<file path="config.mk">
export PLATFORM = sky130hd
export DESIGN_NAME = conv_exc_check
export DESIGN_NICKNAME = d
export VERILOG_FILES = /design/src/hw/conv_exc_pkg.sv /design/src/hw/operand_addr_check.sv /design/src/hw/conv_exc_check.sv
export SDC_FILE = /design/constraint.sdc
export NUM_CORES = 1
export LEC_CHECK = 0
export ABC_AREA = 1
export BUFFER_PORTS_ARGS = -buffer_cell sky130_fd_sc_hd__clkbuf_2
export CORE_UTILIZATION = 25
export CTS_CLUSTER_SIZE = 40
export DETAILED_ROUTE_END_ITERATION = 6
export HOLD_SLACK_MARGIN = 0.02
export PLACE_DENSITY_LB_ADDON = 0.05
export SLEW_MARGIN = 5
export SYNTH_ARGS = -nofsm -noshare
export SYNTH_HDL_FRONTEND = slang
export SYNTH_SLANG_ARGS = --single-unit
</file>
<file path="constraint.sdc">
create_clock -name CLK_SYS -period 5.7 [get_ports CLK_SYS]
set_input_delay 0.285 -clock CLK_SYS [delete_from_list [all_inputs] [get_ports CLK_SYS]]
set_output_delay 0.285 -clock CLK_SYS [all_outputs]
set_load 0.1 [all_outputs]
</file>
<file path="src/hw/conv_exc_pkg.sv">
// Constants and types shared by the packed-conversion exception checker.
package conv_exc_pkg;

  // Register offsets on the APB port.
  localparam logic [11:0] OFS_CTRL_REG_ZERO  = 12'h000;
  localparam logic [11:0] OFS_CTRL_REG_FOUR  = 12'h004;
  localparam logic [11:0] OFS_FEATURE        = 12'h008;
  localparam logic [11:0] OFS_LAST_FAULT     = 12'h00C;
  localparam logic [11:0] OFS_FAULT_COUNT    = 12'h010;

  // Field positions.
  localparam int unsigned FPU_EMULATION_BIT_POS   = 2;
  localparam int unsigned TASK_SWITCHED_BIT_POS   = 3;
  localparam int unsigned ALIGN_MASK_BIT_POS      = 18;
  localparam int unsigned OS_SAVE_RESTORE_POS     = 9;
  localparam int unsigned OS_VECTOR_EXC_POS       = 10;
  localparam int unsigned LAST_VECTOR_LSB         = 8;

  // Reset values.
  localparam logic [31:0] CTRL_REG_ZERO_RST = 32'h0000_0000;
  localparam logic [31:0] CTRL_REG_FOUR_RST = 32'h0000_0000;
  localparam logic [2:0]  FEATURE_RST       = 3'h7;
  localparam logic [15:0] FAULT_COUNT_RST   = 16'h0000;

  // Operand geometry.
  localparam int unsigned VA_BITS_DEFAULT   = 48;
  localparam logic [16:0] LAST_BYTE_WIDE    = 17'h0000F;
  localparam logic [16:0] LAST_BYTE_NARROW  = 17'h00007;
  localparam logic [16:0] REAL_ADDR_LIMIT   = 17'h0FFFF;
  localparam logic [3:0]  ALIGN_WIDE_MASK   = 4'hF;
  localparam logic [3:0]  ALIGN_NARROW_MASK = 4'h7;
  localparam logic [1:0]  USER_PRIV_LEVEL   = 2'h3;

  // Fault vectors.
  localparam logic [7:0] VEC_INVALID_OPCODE   = 8'h06;
  localparam logic [7:0] VEC_DEVICE_UNAVAIL   = 8'h07;
  localparam logic [7:0] VEC_STACK            = 8'h0C;
  localparam logic [7:0] VEC_GENERAL_PROT     = 8'h0D;
  localparam logic [7:0] VEC_PAGE_TRANSLATION = 8'h0E;
  localparam logic [7:0] VEC_FPU_ERROR        = 8'h10;
  localparam logic [7:0] VEC_ALIGNMENT_CHECK  = 8'h11;
  localparam logic [7:0] VEC_VECTOR_FP        = 8'h13;
  localparam logic [7:0] VEC_NONE             = 8'h00;
  localparam logic [31:0] ERR_CODE_ZERO       = 32'h0000_0000;

  typedef enum logic [1:0] {
    MODE_REAL,
    MODE_V86,
    MODE_PROT,
    MODE_LONG
  } op_mode_t;

  typedef enum logic [1:0] {
    CLS_DBL_TO_INT,
    CLS_SINGLE,
    CLS_INT_TO_DBL
  } conv_class_t;

  typedef enum logic [3:0] {
    FLT_NONE,
    FLT_INVALID_OPCODE,
    FLT_DEVICE_UNAVAILABLE,
    FLT_FPU_ERROR,
    FLT_STACK,
    FLT_GENERAL_PROTECTION,
    FLT_PAGE_TRANSLATION,
    FLT_ALIGNMENT_CHECK,
    FLT_VECTOR_FP
  } fault_t;

endpackage

</file>
<file path="src/hw/operand_addr_check.sv">
// Segment, canonical, real-mode range and alignment checks on a memory operand.
`timescale 1ns/10ps
module operand_addr_check #(
  parameter int unsigned VA_BITS = conv_exc_pkg::VA_BITS_DEFAULT
) (
  // Operand
  input  wire logic [63:0]           addr,
  input  wire conv_exc_pkg::op_mode_t mode,
  input  wire logic                  wide,
  input  wire logic                  stack_ref,
  input  wire logic                  seg_illegal,
  // Results
  output logic                       stack_fault,
  output logic                       prot_fault,
  output logic                       unaligned_wide,
  output logic                       unaligned_narrow
);

  logic        non_canonical;
  logic [16:0] last_byte;
  logic        out_of_range;
  logic        prot;
  logic        long_mode;
  logic        low_modes;

  always_comb begin
    non_canonical = !((&addr[63:VA_BITS-1]) || !(|addr[63:VA_BITS-1]));
    last_byte = {1'b0, addr[15:0]} + (wide ? conv_exc_pkg::LAST_BYTE_WIDE : conv_exc_pkg::LAST_BYTE_NARROW);
    // Real and virtual-mode offsets are 16 bits; upper bits set also fall outside the range.
    out_of_range = (|addr[63:16]) || (last_byte > conv_exc_pkg::REAL_ADDR_LIMIT);
    prot = (mode == conv_exc_pkg::MODE_PROT);
    long_mode = (mode == conv_exc_pkg::MODE_LONG);
    low_modes = (mode == conv_exc_pkg::MODE_REAL) || (mode == conv_exc_pkg::MODE_V86);
    stack_fault = (prot && stack_ref && seg_illegal)
                || (long_mode && stack_ref && non_canonical);
    prot_fault = (prot && !stack_ref && seg_illegal)
             || (long_mode && !stack_ref && non_canonical)
             || (low_modes && out_of_range);
    unaligned_wide = |(addr[3:0] & conv_exc_pkg::ALIGN_WIDE_MASK);
    unaligned_narrow = |(addr[3:0] & conv_exc_pkg::ALIGN_NARROW_MASK);
  end

endmodule

</file>
<file path="src/hw/conv_exc_check.sv">
// Exception selection for packed conversions, with an APB control and status port.
//
// Decided for this implementation: the APB register port and the register offsets.
`timescale 1ns/10ps
module conv_exc_check #(
  parameter int unsigned VA_BITS = conv_exc_pkg::VA_BITS_DEFAULT
) (
  // Clock and reset
  input  wire logic                     CLK_SYS,
  input  wire logic                     NRST,
  // APB slave
  input  wire logic                     PSEL,
  input  wire logic                     PENABLE,
  input  wire logic                     PWRITE,
  input  wire logic [11:0]              PADDR,
  input  wire logic [31:0]              PWDATA,
  output logic      [31:0]              PRDATA,
  output logic                          PREADY,
  output logic                          PSLVERR,
  // Instruction check request
  input  wire logic                     REQ_VALID,
  input  wire conv_exc_pkg::conv_class_t REQ_CLASS,
  input  wire conv_exc_pkg::op_mode_t   REQ_MODE,
  input  wire logic                     REQ_LOCK,
  input  wire logic                     REQ_PRIOR_EVENT,
  input  wire logic                     REQ_FPU_PENDING,
  input  wire logic                     REQ_SIMD_UNMASKED,
  input  wire logic                     REQ_MEM,
  input  wire logic [63:0]              REQ_ADDR,
  input  wire logic                     REQ_STACK_REF,
  input  wire logic                     REQ_SEG_ILLEGAL,
  input  wire logic                     REQ_PAGE_FAIL,
  input  wire logic [31:0]              REQ_PAGE_CODE,
  input  wire logic                     REQ_ALIGN_FLAG,
  input  wire logic [1:0]               REQ_PRIV_LEVEL,
  // Fault report
  output logic                          RSP_VALID,
  output conv_exc_pkg::fault_t          RSP_FAULT,
  output logic      [7:0]               RSP_VECTOR,
  output logic                          RSP_ERR_VALID,
  output logic      [31:0]              RSP_ERR_CODE
);

  // Vector number for each fault kind.
  function automatic logic [7:0] fault_vector(input conv_exc_pkg::fault_t f);
    logic [7:0] v;
    v = conv_exc_pkg::VEC_NONE;
    case (f)
      conv_exc_pkg::FLT_INVALID_OPCODE:     v = conv_exc_pkg::VEC_INVALID_OPCODE;
      conv_exc_pkg::FLT_DEVICE_UNAVAILABLE: v = conv_exc_pkg::VEC_DEVICE_UNAVAIL;
      conv_exc_pkg::FLT_FPU_ERROR:          v = conv_exc_pkg::VEC_FPU_ERROR;
      conv_exc_pkg::FLT_STACK:              v = conv_exc_pkg::VEC_STACK;
      conv_exc_pkg::FLT_GENERAL_PROTECTION: v = conv_exc_pkg::VEC_GENERAL_PROT;
      conv_exc_pkg::FLT_PAGE_TRANSLATION:   v = conv_exc_pkg::VEC_PAGE_TRANSLATION;
      conv_exc_pkg::FLT_ALIGNMENT_CHECK:    v = conv_exc_pkg::VEC_ALIGNMENT_CHECK;
      conv_exc_pkg::FLT_VECTOR_FP:          v = conv_exc_pkg::VEC_VECTOR_FP;
      default:                              v = conv_exc_pkg::VEC_NONE;
    endcase
    return v;
  endfunction

  // Faults that push an error code onto the handler stack.
  function automatic logic fault_has_code(input conv_exc_pkg::fault_t f);
    return (f == conv_exc_pkg::FLT_STACK) || (f == conv_exc_pkg::FLT_GENERAL_PROTECTION)
        || (f == conv_exc_pkg::FLT_PAGE_TRANSLATION) || (f == conv_exc_pkg::FLT_ALIGNMENT_CHECK);
  endfunction

  // Register selected by an APB address.
  typedef enum logic [2:0] {
    SEL_CTRL_ZERO,
    SEL_CTRL_FOUR,
    SEL_FEATURE,
    SEL_LAST_FAULT,
    SEL_FAULT_COUNT,
    SEL_NONE
  } reg_sel_t;

  // One decoder serves the error flag, the read mux and the write strobes, so they cannot disagree.
  function automatic reg_sel_t reg_select(input logic [11:0] a);
    reg_sel_t s;
    s = SEL_NONE;
    case (a)
      conv_exc_pkg::OFS_CTRL_REG_ZERO: s = SEL_CTRL_ZERO;
      conv_exc_pkg::OFS_CTRL_REG_FOUR: s = SEL_CTRL_FOUR;
      conv_exc_pkg::OFS_FEATURE:       s = SEL_FEATURE;
      conv_exc_pkg::OFS_LAST_FAULT:    s = SEL_LAST_FAULT;
      conv_exc_pkg::OFS_FAULT_COUNT:   s = SEL_FAULT_COUNT;
      default:                         s = SEL_NONE;
    endcase
    return s;
  endfunction

  // Register state.
  logic [31:0]          ctrl_zero_q;
  logic [31:0]          ctrl_zero_d;
  logic [31:0]          ctrl_four_q;
  logic [31:0]          ctrl_four_d;
  logic [2:0]           feature_q;
  logic [2:0]           feature_d;
  conv_exc_pkg::fault_t last_fault_q;
  conv_exc_pkg::fault_t last_fault_d;
  logic [15:0]          fault_count_q;
  logic [15:0]          fault_count_d;
  logic [31:0]          prdata_q;
  logic [31:0]          prdata_d;
  logic                 pready_q;
  logic                 pready_d;
  logic                 pslverr_q;
  logic                 pslverr_d;

  // Report state.
  logic                 rsp_valid_q;
  logic                 rsp_valid_d;
  conv_exc_pkg::fault_t rsp_fault_q;
  conv_exc_pkg::fault_t rsp_fault_d;
  logic [7:0]           rsp_vector_q;
  logic [7:0]           rsp_vector_d;
  logic                 rsp_err_valid_q;
  logic                 rsp_err_valid_d;
  logic [31:0]          rsp_err_code_q;
  logic [31:0]          rsp_err_code_d;

  // Operand check results.
  logic                 mem_stack_fault;
  logic                 mem_prot_fault;
  logic                 mem_unaligned_wide;
  logic                 mem_unaligned_narrow;

  // Decoded conditions.
  logic                 wide_operand;
  logic                 opcode_bad;
  logic                 fpu_check;
  logic                 align_fault;
  logic                 page_fault;
  logic                 simd_capable;
  conv_exc_pkg::fault_t chosen;
  logic                 apb_access;
  logic                 apb_write;
  logic                 addr_mapped;
  reg_sel_t             reg_sel;

  assign wide_operand = (REQ_CLASS == conv_exc_pkg::CLS_DBL_TO_INT);

  operand_addr_check #(
    .VA_BITS (VA_BITS)
  ) u_addr_check (
    .addr             (REQ_ADDR),
    .mode             (REQ_MODE),
    .wide             (wide_operand),
    .stack_ref        (REQ_STACK_REF),
    .seg_illegal      (REQ_SEG_ILLEGAL),
    .stack_fault      (mem_stack_fault),
    .prot_fault       (mem_prot_fault),
    .unaligned_wide   (mem_unaligned_wide),
    .unaligned_narrow (mem_unaligned_narrow)
  );

  // Fault selection. The chain is a strict priority so only one fault leaves per instruction.
  always_comb begin
    opcode_bad = ctrl_zero_q[conv_exc_pkg::FPU_EMULATION_BIT_POS]
              || !ctrl_four_q[conv_exc_pkg::OS_SAVE_RESTORE_POS]
              || REQ_LOCK
              || !feature_q[REQ_CLASS];
    // The integer-to-double memory form reads no FPU state, so a pending FPU error waits.
    fpu_check = REQ_FPU_PENDING && !((REQ_CLASS == conv_exc_pkg::CLS_INT_TO_DBL) && REQ_MEM);
    align_fault = REQ_MEM && (REQ_CLASS != conv_exc_pkg::CLS_DBL_TO_INT)
               && (REQ_MODE != conv_exc_pkg::MODE_REAL)
               && ctrl_zero_q[conv_exc_pkg::ALIGN_MASK_BIT_POS] && REQ_ALIGN_FLAG
               && (REQ_PRIV_LEVEL == conv_exc_pkg::USER_PRIV_LEVEL)
               && mem_unaligned_narrow;
    page_fault = REQ_MEM && REQ_PAGE_FAIL && (REQ_MODE != conv_exc_pkg::MODE_REAL);
    simd_capable = (REQ_CLASS != conv_exc_pkg::CLS_INT_TO_DBL);
    chosen = conv_exc_pkg::FLT_NONE;
    if (REQ_PRIOR_EVENT) begin
      // An earlier trap, interrupt, fetch or decode fault is handled first and this one is dropped.
      chosen = conv_exc_pkg::FLT_NONE;
    end else if (opcode_bad) begin
      chosen = conv_exc_pkg::FLT_INVALID_OPCODE;
    end else if (ctrl_zero_q[conv_exc_pkg::TASK_SWITCHED_BIT_POS]) begin
      chosen = conv_exc_pkg::FLT_DEVICE_UNAVAILABLE;
    end else if (fpu_check) begin
      chosen = conv_exc_pkg::FLT_FPU_ERROR;
    end else if (REQ_MEM && mem_stack_fault) begin
      chosen = conv_exc_pkg::FLT_STACK;
    end else if (REQ_MEM && wide_operand && mem_unaligned_wide) begin
      chosen = conv_exc_pkg::FLT_GENERAL_PROTECTION;
    end else if (REQ_MEM && mem_prot_fault) begin
      chosen = conv_exc_pkg::FLT_GENERAL_PROTECTION;
    end else if (page_fault) begin
      chosen = conv_exc_pkg::FLT_PAGE_TRANSLATION;
    end else if (align_fault) begin
      chosen = conv_exc_pkg::FLT_ALIGNMENT_CHECK;
    end else if (simd_capable && REQ_SIMD_UNMASKED) begin
      if (ctrl_four_q[conv_exc_pkg::OS_VECTOR_EXC_POS]) begin
        chosen = conv_exc_pkg::FLT_VECTOR_FP;
      end else begin
        chosen = conv_exc_pkg::FLT_INVALID_OPCODE;
      end
    end
  end

  // Report path: one registered answer for every request.
  // Fields other than valid hold their last answer, so a consumer may read them late.
  always_comb begin
    rsp_valid_d = REQ_VALID;
    rsp_fault_d = rsp_fault_q;
    rsp_vector_d = rsp_vector_q;
    rsp_err_valid_d = rsp_err_valid_q;
    rsp_err_code_d = rsp_err_code_q;
    if (REQ_VALID) begin
      rsp_fault_d = chosen;
      rsp_vector_d = fault_vector(chosen);
      rsp_err_valid_d = fault_has_code(chosen);
      rsp_err_code_d = (chosen == conv_exc_pkg::FLT_PAGE_TRANSLATION) ? REQ_PAGE_CODE
                     : conv_exc_pkg::ERR_CODE_ZERO;
    end
  end

  always_ff @(posedge CLK_SYS or negedge NRST) begin
    if (!NRST) begin
      rsp_valid_q <= 1'b0;
      rsp_fault_q <= conv_exc_pkg::FLT_NONE;
      rsp_vector_q <= conv_exc_pkg::VEC_NONE;
      rsp_err_valid_q <= 1'b0;
      rsp_err_code_q <= conv_exc_pkg::ERR_CODE_ZERO;
    end else begin
      rsp_valid_q <= rsp_valid_d;
      rsp_fault_q <= rsp_fault_d;
      rsp_vector_q <= rsp_vector_d;
      rsp_err_valid_q <= rsp_err_valid_d;
      rsp_err_code_q <= rsp_err_code_d;
    end
  end

  // APB slave with one wait state: ready rises in the second access cycle.
  always_comb begin
    apb_access = PSEL && PENABLE;
    apb_write = apb_access && pready_q && PWRITE;
    reg_sel = reg_select(PADDR);
    addr_mapped = (reg_sel != SEL_NONE);
    pready_d = apb_access && !pready_q;
    pslverr_d = apb_access && !pready_q && !addr_mapped;
    prdata_d = 32'h0000_0000;
    // Read data is latched in the first access cycle so that it stands while ready is high.
    if (apb_access && !pready_q && !PWRITE) begin
      case (reg_sel)
        SEL_CTRL_ZERO:   prdata_d = ctrl_zero_q;
        SEL_CTRL_FOUR:   prdata_d = ctrl_four_q;
        SEL_FEATURE:     prdata_d = {29'h0000_0000, feature_q};
        SEL_LAST_FAULT:  prdata_d = {16'h0000, fault_vector(last_fault_q), 4'h0, last_fault_q};
        SEL_FAULT_COUNT: prdata_d = {16'h0000, fault_count_q};
        default:         prdata_d = 32'h0000_0000;
      endcase
    end
    ctrl_zero_d = ctrl_zero_q;
    ctrl_four_d = ctrl_four_q;
    feature_d = feature_q;
    if (apb_write) begin
      case (reg_sel)
        SEL_CTRL_ZERO: ctrl_zero_d = PWDATA;
        SEL_CTRL_FOUR: ctrl_four_d = PWDATA;
        SEL_FEATURE:   feature_d = PWDATA[2:0];
        default:       feature_d = feature_q;
      endcase
    end
    // A fault counted in the same cycle as a write to the counter is kept: the write clears and the count restarts at one.
    last_fault_d = last_fault_q;
    fault_count_d = fault_count_q;
    if (apb_write && (reg_sel == SEL_FAULT_COUNT)) begin
      fault_count_d = conv_exc_pkg::FAULT_COUNT_RST;
    end
    if (REQ_VALID && (chosen != conv_exc_pkg::FLT_NONE)) begin
      last_fault_d = chosen;
      fault_count_d = fault_count_d + 16'h0001;
    end
  end

  always_ff @(posedge CLK_SYS or negedge NRST) begin
    if (!NRST) begin
      ctrl_zero_q <= conv_exc_pkg::CTRL_REG_ZERO_RST;
      ctrl_four_q <= conv_exc_pkg::CTRL_REG_FOUR_RST;
      feature_q <= conv_exc_pkg::FEATURE_RST;
      last_fault_q <= conv_exc_pkg::FLT_NONE;
      fault_count_q <= conv_exc_pkg::FAULT_COUNT_RST;
      prdata_q <= 32'h0000_0000;
      pready_q <= 1'b0;
      pslverr_q <= 1'b0;
    end else begin
      ctrl_zero_q <= ctrl_zero_d;
      ctrl_four_q <= ctrl_four_d;
      feature_q <= feature_d;
      last_fault_q <= last_fault_d;
      fault_count_q <= fault_count_d;
      prdata_q <= prdata_d;
      pready_q <= pready_d;
      pslverr_q <= pslverr_d;
    end
  end

  // Every port comes straight from a flip-flop, so no decode glitch reaches the pins.
  assign PRDATA = prdata_q;
  assign PREADY = pready_q;
  assign PSLVERR = pslverr_q;
  assign RSP_VALID = rsp_valid_q;
  assign RSP_FAULT = rsp_fault_q;
  assign RSP_VECTOR = rsp_vector_q;
  assign RSP_ERR_VALID = rsp_err_valid_q;
  assign RSP_ERR_CODE = rsp_err_code_q;

endmodule

</file>
# Word level (Yosys, flattened, before mapping)
# Memory sizes are Yosys's and may differ from the RTL's. A register that Yosys moved wholly into a read port is not among the register bits.
# Index checks and enable logic that the tools add are counted.
[op_classes]
magnitude_cmp = 2
eq_ne = 19
mux = 20
n_reduce_logical = 69
n_addsub = 2
[op_table]
columns = ["op", "n"]
rows = [
  ["case mux 32 bit (5 select lines)", 1],
  ["two-way mux 32 bit", 2],
  ["two-way mux 4 bit", 12],
  ["OR reduction 48 bit", 1],
  ["logical AND 1 bit", 32],
  ["two-way mux 16 bit", 2],
  ["equality test 12 x 4 -> 1 bit (second input constant)", 2],
  ["adder 16 x 17 -> 17 bit", 1],
  ["> comparator 17 x 16 -> 1 bit (second input constant)", 1],
  ["AND reduction 17 bit", 1],
  ["OR reduction 17 bit", 1],
  ["adder 16 x 1 -> 16 bit (second input constant)", 1],
  ["equality test 4 x 3 -> 1 bit (second input constant)", 4],
  ["case mux 3 bit (5 select lines)", 1],
  ["equality test 12 x 3 -> 1 bit (second input constant)", 1],
  ["equality test 12 x 5 -> 1 bit (second input constant)", 1],
  ["zero test 12 bit", 1],
  ["logical OR 1 bit", 12],
  ["zero test 1 bit", 10],
  ["equality test 2 bit (second input constant)", 4],
  ["equality test 3 x 2 -> 1 bit (second input constant)", 2],
  ["AND reduction 2 bit", 3],
  ["zero test 2 bit", 2],
  ["nonzero test 2 bit", 2],
  ["other kinds (12)", 12],
]
[word_totals]
in_bits = 161
romBits = 160
regBits = 167
memories = 2
output_inout_bits = 80
[mem_list]
columns = ["name", "depth", "word_bits", "rd", "rd_ports_with_merged_regs", "write_ports", "line_no", "text"]
rows = [
  ["(name not given)", 16, 5, 1, 0, 0, "conv_exc_check.sv:48", "case (f)"],
  ["(name not given)", 16, 5, 1, 1, 0, "conv_exc_check.sv:48", ""],
]

# Depth between registers and ports, before layout
[depth]
ltp_word = 20
depth_mapped = 27

# By module
# Synthesis repeated with hierarchy kept, for this count alone.
[hier_totals]
hier_cells = 1096
area_unflattened_um2 = 8359.3
[by_module_without_submodules]
columns = ["module", "area_each_um2", "n_inst", "cells_per_inst"]
rows = [
  ["conv_exc_check", 7584.8, 1, 939],
  ["operand_addr_check", 774.5, 1, 157],
]

# Least setup slack after synthesis
# Ideal clock, no wire load.
[synth_path]
kind = "input to register"
from = "input REQ_ADDR[0]"
to = "register rsp_err_code_q[10] (netlist: RSP_ERR_CODE[10])"
path_buffers = 2
path_stages = 20
setup_slack_ps = 3049
required_ps = 5632
t_arrival_ps = 2583
cell_sequence = "inv_1 ha_1 nand2_1 nand2_2 nand2_4 nand3_1 nor2_1 nand3_1 nand2_1 nor2_1 nand3_1 nand2_1 a21boi_0 nand2_1 a21oi_1 ha_1 clkbuf_1 buf_1 nand3_1 nand2_1"
[synth_via]
elab_chain_len = 15
elab_cells_between_ends = 21
[synth_lines]
columns = ["item", "line_no", "text"]
rows = [
  ["start: declaration", "conv_exc_check.sv:29", "input wire logic [63:0] REQ_ADDR,"],
  ["adder 16 x 17 -> 17 bit", "operand_addr_check.sv:28", "last_byte = {1'b0, addr[15:0]} + (wide ? conv_exc_pkg::LAST_BYTE_WIDE : conv_exc_pkg::LAST_BYTE_NARROW);"],
  ["> comparator 17 x 16 -> 1 bit", "operand_addr_check.sv:30", "out_of_range = (|addr[63:16]) || (last_byte > conv_exc_pkg::REAL_ADDR_LIMIT);"],
  ["logical OR 1 bit", "operand_addr_check.sv:30", ""],
  ["logical AND 1 bit", "operand_addr_check.sv:38", "|| (low_modes && out_of_range);"],
  ["logical OR 1 bit", "operand_addr_check.sv:38", ""],
  ["logical AND 1 bit", "conv_exc_check.sv:187", "end else if (REQ_MEM && mem_prot_fault) begin"],
  ["two-way mux 4 bit", "conv_exc_check.sv:187", ""],
  ["two-way mux 4 bit (*)", "conv_exc_check.sv:185", "end else if (REQ_MEM && wide_operand && mem_unaligned_wide) begin"],
  ["two-way mux 4 bit (*)", "conv_exc_check.sv:183", "end else if (REQ_MEM && mem_stack_fault) begin"],
  ["two-way mux 4 bit (*)", "conv_exc_check.sv:181", "end else if (fpu_check) begin"],
  ["two-way mux 4 bit (*)", "conv_exc_check.sv:179", "end else if (ctrl_zero_q[conv_exc_pkg::TASK_SWITCHED_BIT_POS]) begin"],
  ["two-way mux 4 bit (*)", "conv_exc_check.sv:177", "end else if (opcode_bad) begin"],
  ["two-way mux 4 bit (*)", "conv_exc_check.sv:174", "if (REQ_PRIOR_EVENT) begin"],
  ["named net chosen[1]", "conv_exc_check.sv:136", "conv_exc_pkg::fault_t chosen;"],
  ["equality test 4 x 3 -> 1 bit (*)", "conv_exc_check.sv:214", "rsp_err_code_d = (chosen == conv_exc_pkg::FLT_PAGE_TRANSLATION) ? REQ_PAGE_CODE"],
  ["two-way mux 32 bit (*)", "conv_exc_check.sv:214", ""],
  ["end signal: assignment", "conv_exc_check.sv:225", "rsp_err_code_q <= conv_exc_pkg::ERR_CODE_ZERO;"],
  ["end signal: assignment", "conv_exc_check.sv:231", "rsp_err_code_q <= rsp_err_code_d;"],
  ["end: declaration", "conv_exc_check.sv:120", "logic [31:0] rsp_err_code_q;"],
]
# Mark *: on every way through the listed nets, which the timed path passes. The rest lies on a longest branch.
# A chain may end at the register's enable or synchronous reset.

# Worst setup path after layout
[layout_path]
from = "register feature_q[0]"
to = "register rsp_vector_q[3] (netlist: RSP_VECTOR[3])"
[layout_via]
elab_chain_len = 6
[layout_lines]
columns = ["item", "line_no", "text"]
rows = [
  ["start: declaration", "conv_exc_check.sv:98", "logic [2:0] feature_q;"],
  ["start signal: assignment", "conv_exc_check.sv:282", "feature_q <= conv_exc_pkg::FEATURE_RST;"],
  ["start signal: assignment", "conv_exc_check.sv:291", "feature_q <= feature_d;"],
  ["binary-select mux 1 bit (select 2 bit)", "conv_exc_check.sv:163", "|| !feature_q[REQ_CLASS];"],
  ["two-way mux 1 bit (not written as such)", "conv_exc_check.sv:163", ""],
  ["zero test 1 bit", "conv_exc_check.sv:163", ""],
  ["logical OR 1 bit", "conv_exc_check.sv:163", ""],
  ["two-way mux 4 bit", "conv_exc_check.sv:177", ""],
  ["two-way mux 4 bit", "conv_exc_check.sv:174", ""],
  ["end: declaration", "conv_exc_check.sv:116", "logic [7:0] rsp_vector_q;"],
]
# No other way between the ends. The select of a mux whose other input is x is not followed.

==> impl_metrics.toml <==
[status]
status = "finished, final reports clean"

[global_route]
antenna_found_initial = 0
gr-total-overflow = 0
grt_max_degree = 87
track_usage_pct = 15.4
grt_pass1_wl_mm = 40.2
first_global_vias = 7257

[route]
drt_iter0_markers = 382
num_vias = 7271
routed_wl_mm = 25.2
drcViolationCount = 0
firstDrtPassIters = 4
routedWlPerCell_um = 14.8
vias_per_cell = 4.27
drtAntennaViolNets = 0

[place]
placed_cell_area_mm2 = 0.00980
place_congestion = 0.786
port_buffers = 237
hpwl_mm = 17.9

[power]
p_int_uw = 1940
p_per_area_mw_per_mm2 = 265
power_frac_clock_pct = 42.6
ir_drop_mv = 0.226
p_sw_share_pct = 29.5
power_frac_comb_pct = 13.1
seqPwrFrac_pct = 44.3
power.switching_uw = 813
power.leakage_uw = 0.00540

[logic_synthesis]
synth_area_leader_cell = "dfrtp_1"
syn_avg_cell_area_um2 = 8.01
synth_top_area_share_pct = 49.1
yosysUniqueCellTypes = 46
async_flop_share_pct = 100
syn_area_mm2 = 0.00821
ys_seq_elements = 164
synth_edf_count = 0
synth_seq_area_share_pct = 50.0
synth_warnings = 0
synth_ff_type = "dfrtp_1"
synth_cells = 1025
synth_area_leaders = "dfrtp_1 49%, nand2_1 14%, inv_1 5.5%"

[setup_path]
worstPathMaxFanout = 33
rr_worst_depth = 10
crit_path_end_kind = "register"
path_depth = 10
crit_buf_inv = 2
start_kind = "register"
timing.rr.end = "RSP_VECTOR[3]"
path_cells = "nor2_1, o31ai_1, nand3_1, nor2_1, inv_1, nor2_1, nand2_4, nor2_4, inv_1, o21ai_0"
critPathLaunch = "feature_q[0]"
cp.required_ns = 6.04
cp.arrival_ns = 3.19
cp_slowest_cell = "nor2_4"
cp_top_family = "simple AND/OR/NAND/NOR gates"
max_stage_delay_ns = 0.63
criticalPathCategory = "reg2reg"
cpMostUsedCell = "nor2_1"
r2r-start = "feature_q[0]"
rrSetupSlack_ns = 2.84

[sta]
fin_crit_sh_pct = 50.1
finalMaxSlewViolations = 0
whs_ns = 0.0805
post-route-min-period_ns = 2.86
setup_violations = 0
skew_ns = 0.0236
fmax_ghz = 0.350
rsz0062_at_grt = "no"
max_slew_margin_pct = 43.4
worst_slew_pin_slew_ns = 0.849
final.setup.tns_ns = 0
hold_viol = 0

[finish]
antenna_cells = 0
syn_to_final_growth_pct = 26.6
multi_input_area_mm2 = 0.00341
drive_above_1_share_pct = 25.9
fin_nets = 1426
final_cell_area_mm2 = 0.0104
regArea_mm2 = 0.00411
fillers = 3509
utilization_pct = 32.5
final_common_cell = "nand2_1"
final_cell_mix = "302 x nand2_1, 236 x clkbuf_2, 161 x dfrtp_1, 120 x inv_1, 79 x nor2_1"

[worst_hold_path]
min_to = "RSP_ERR_CODE[17]"
whs_path_depth = 3
hp-start = "REQ_PAGE_CODE[17]"
hold_path.class = "in2reg"

[floorplanning]
die_height_um = 183
fp-row-count = 65
dieArea_mm2 = 0.0336
core_area_mm2 = 0.0320
start_util_pct = 25.7
die_w_um = 183
ioPinCount = 241

[clock_network]
cts_made_buffers = 17
numClockSinks = 164
post_cts_buffers = 0
cts_root_buf = "clkbuf_16"
clock_latency_ns = 0.44
cts_tree = "done"
cts_max_level = 4
clk_path_buf_depth = 2
path_clk_slew_ns = 0.07

[run]
drv_cap = 0
==> metal layers <==
metal / vias to the layer above / GRT usage (%) / part of all wire (%) / wire (um)
li1: 3739 / - / - / -
met4: 0 / 3.47 / 0.81 / 204
met5: - / 0 / 0 / 0
met3: 11 / 2.94 / 3.9 / 988
met2: 165 / 24.9 / 46 / 11600
met1: 3356 / 21.3 / 49 / 12500
==> registers in the layout (all words and copies together), names as in the netlist, 3 cells and up <==
name	flops
ctrl_four_q	32
ctrl_zero_q	32
feature_q	3
RSP_VECTOR	5
fault_count_q	16
last_fault_q	4
RSP_ERR_CODE	32
PRDATA	32
RSP_FAULT	4
==> cell families after synthesis <==
group | count (synthesis) | share of synthesized area [%]
DFF | 164 | 50.0
xor gates and xnor gates | 14 | 1.49
AOI/OAI and AO/OA | 146 | 10.5
other | 1 | 0.0457
and+or+nand+nor | 523 | 27.6
buffers and inverters | 165 | 8.52
adders and majority gates | 12 | 1.83
==> metrics by stage <==
| step | setup slack, ns | power, uW | instances |
|---|---|---|---|
| 4_1_cts | 2.78 | 2800 | 1701 |
| 5_1_grt | 2.44 | 2890 | 1701 |
| 6_report | 2.84 | 2750 | 1701 |
| 3_3_place_gp | 2.36 | 1610 | 1668 |
| 2_1_floorplan | 3.05 | 1460 | 1027 |
| 3_5_place_dp | 2.32 | 1610 | 1668 |
==> repair_timing <==
item | 4_1_cts | 5_1_grt
setup endpoints to repair | 0 | 0
hold buffers | 1 | 0
hold endpoints to repair | 84 | 0
gates resized for setup | 0 | 0
==> cells in the mapped netlist, drive strengths merged (4+ instances only) <==
cell type / instances
nand2: 325
a21oi: 25
ha: 12
a221oi: 6
o21ai: 94
nor2: 82
nor3: 18
inv: 122
buf: 17
clkbuf: 23
xor2: 13
dfrtp: 161
a31oi: 7
nand4: 21
nand3: 62
nor4: 10
o22ai: 4
==> final cells by class <==
cell class / instances / area share, %
Tap cell: 435 / 5.24
Clock inverter: 14 / 1.48
Multi-Input combinational cell: 698 / 32.9
Timing Repair Buffer: 247 / 12.2
Clock buffer: 18 / 4.13
Inverter: 125 / 4.52
Sequential cell: 164 / 39.5
==> power by group through the flow <==
stage	sequential [uW]	clock (uW)	combinational [uW]
6_report	1220	1170	360
5_1_grt	1220	1260	406
4_1_cts	1220	1210	368
3_5_place_dp	1240	0	365
3_3_place_gp	1240	0	367
2_1_floorplan	1260	0	204
==> tightest hold or removal path, delay by kind of cell <==
family	cells	cell delay, ns
simple gates	2	0.11
buf+inv	1	0.08
==> worst max-delay path by stage <==
stage	end
after floorplan	RSP_ERR_CODE[10]
after global placement	RSP_ERR_VALID
after detailed placement	RSP_ERR_VALID
after CTS	RSP_ERR_VALID
after global routing	fault_count_q[0]
final	RSP_VECTOR[3]
Power figures use the tool's default switching activity.
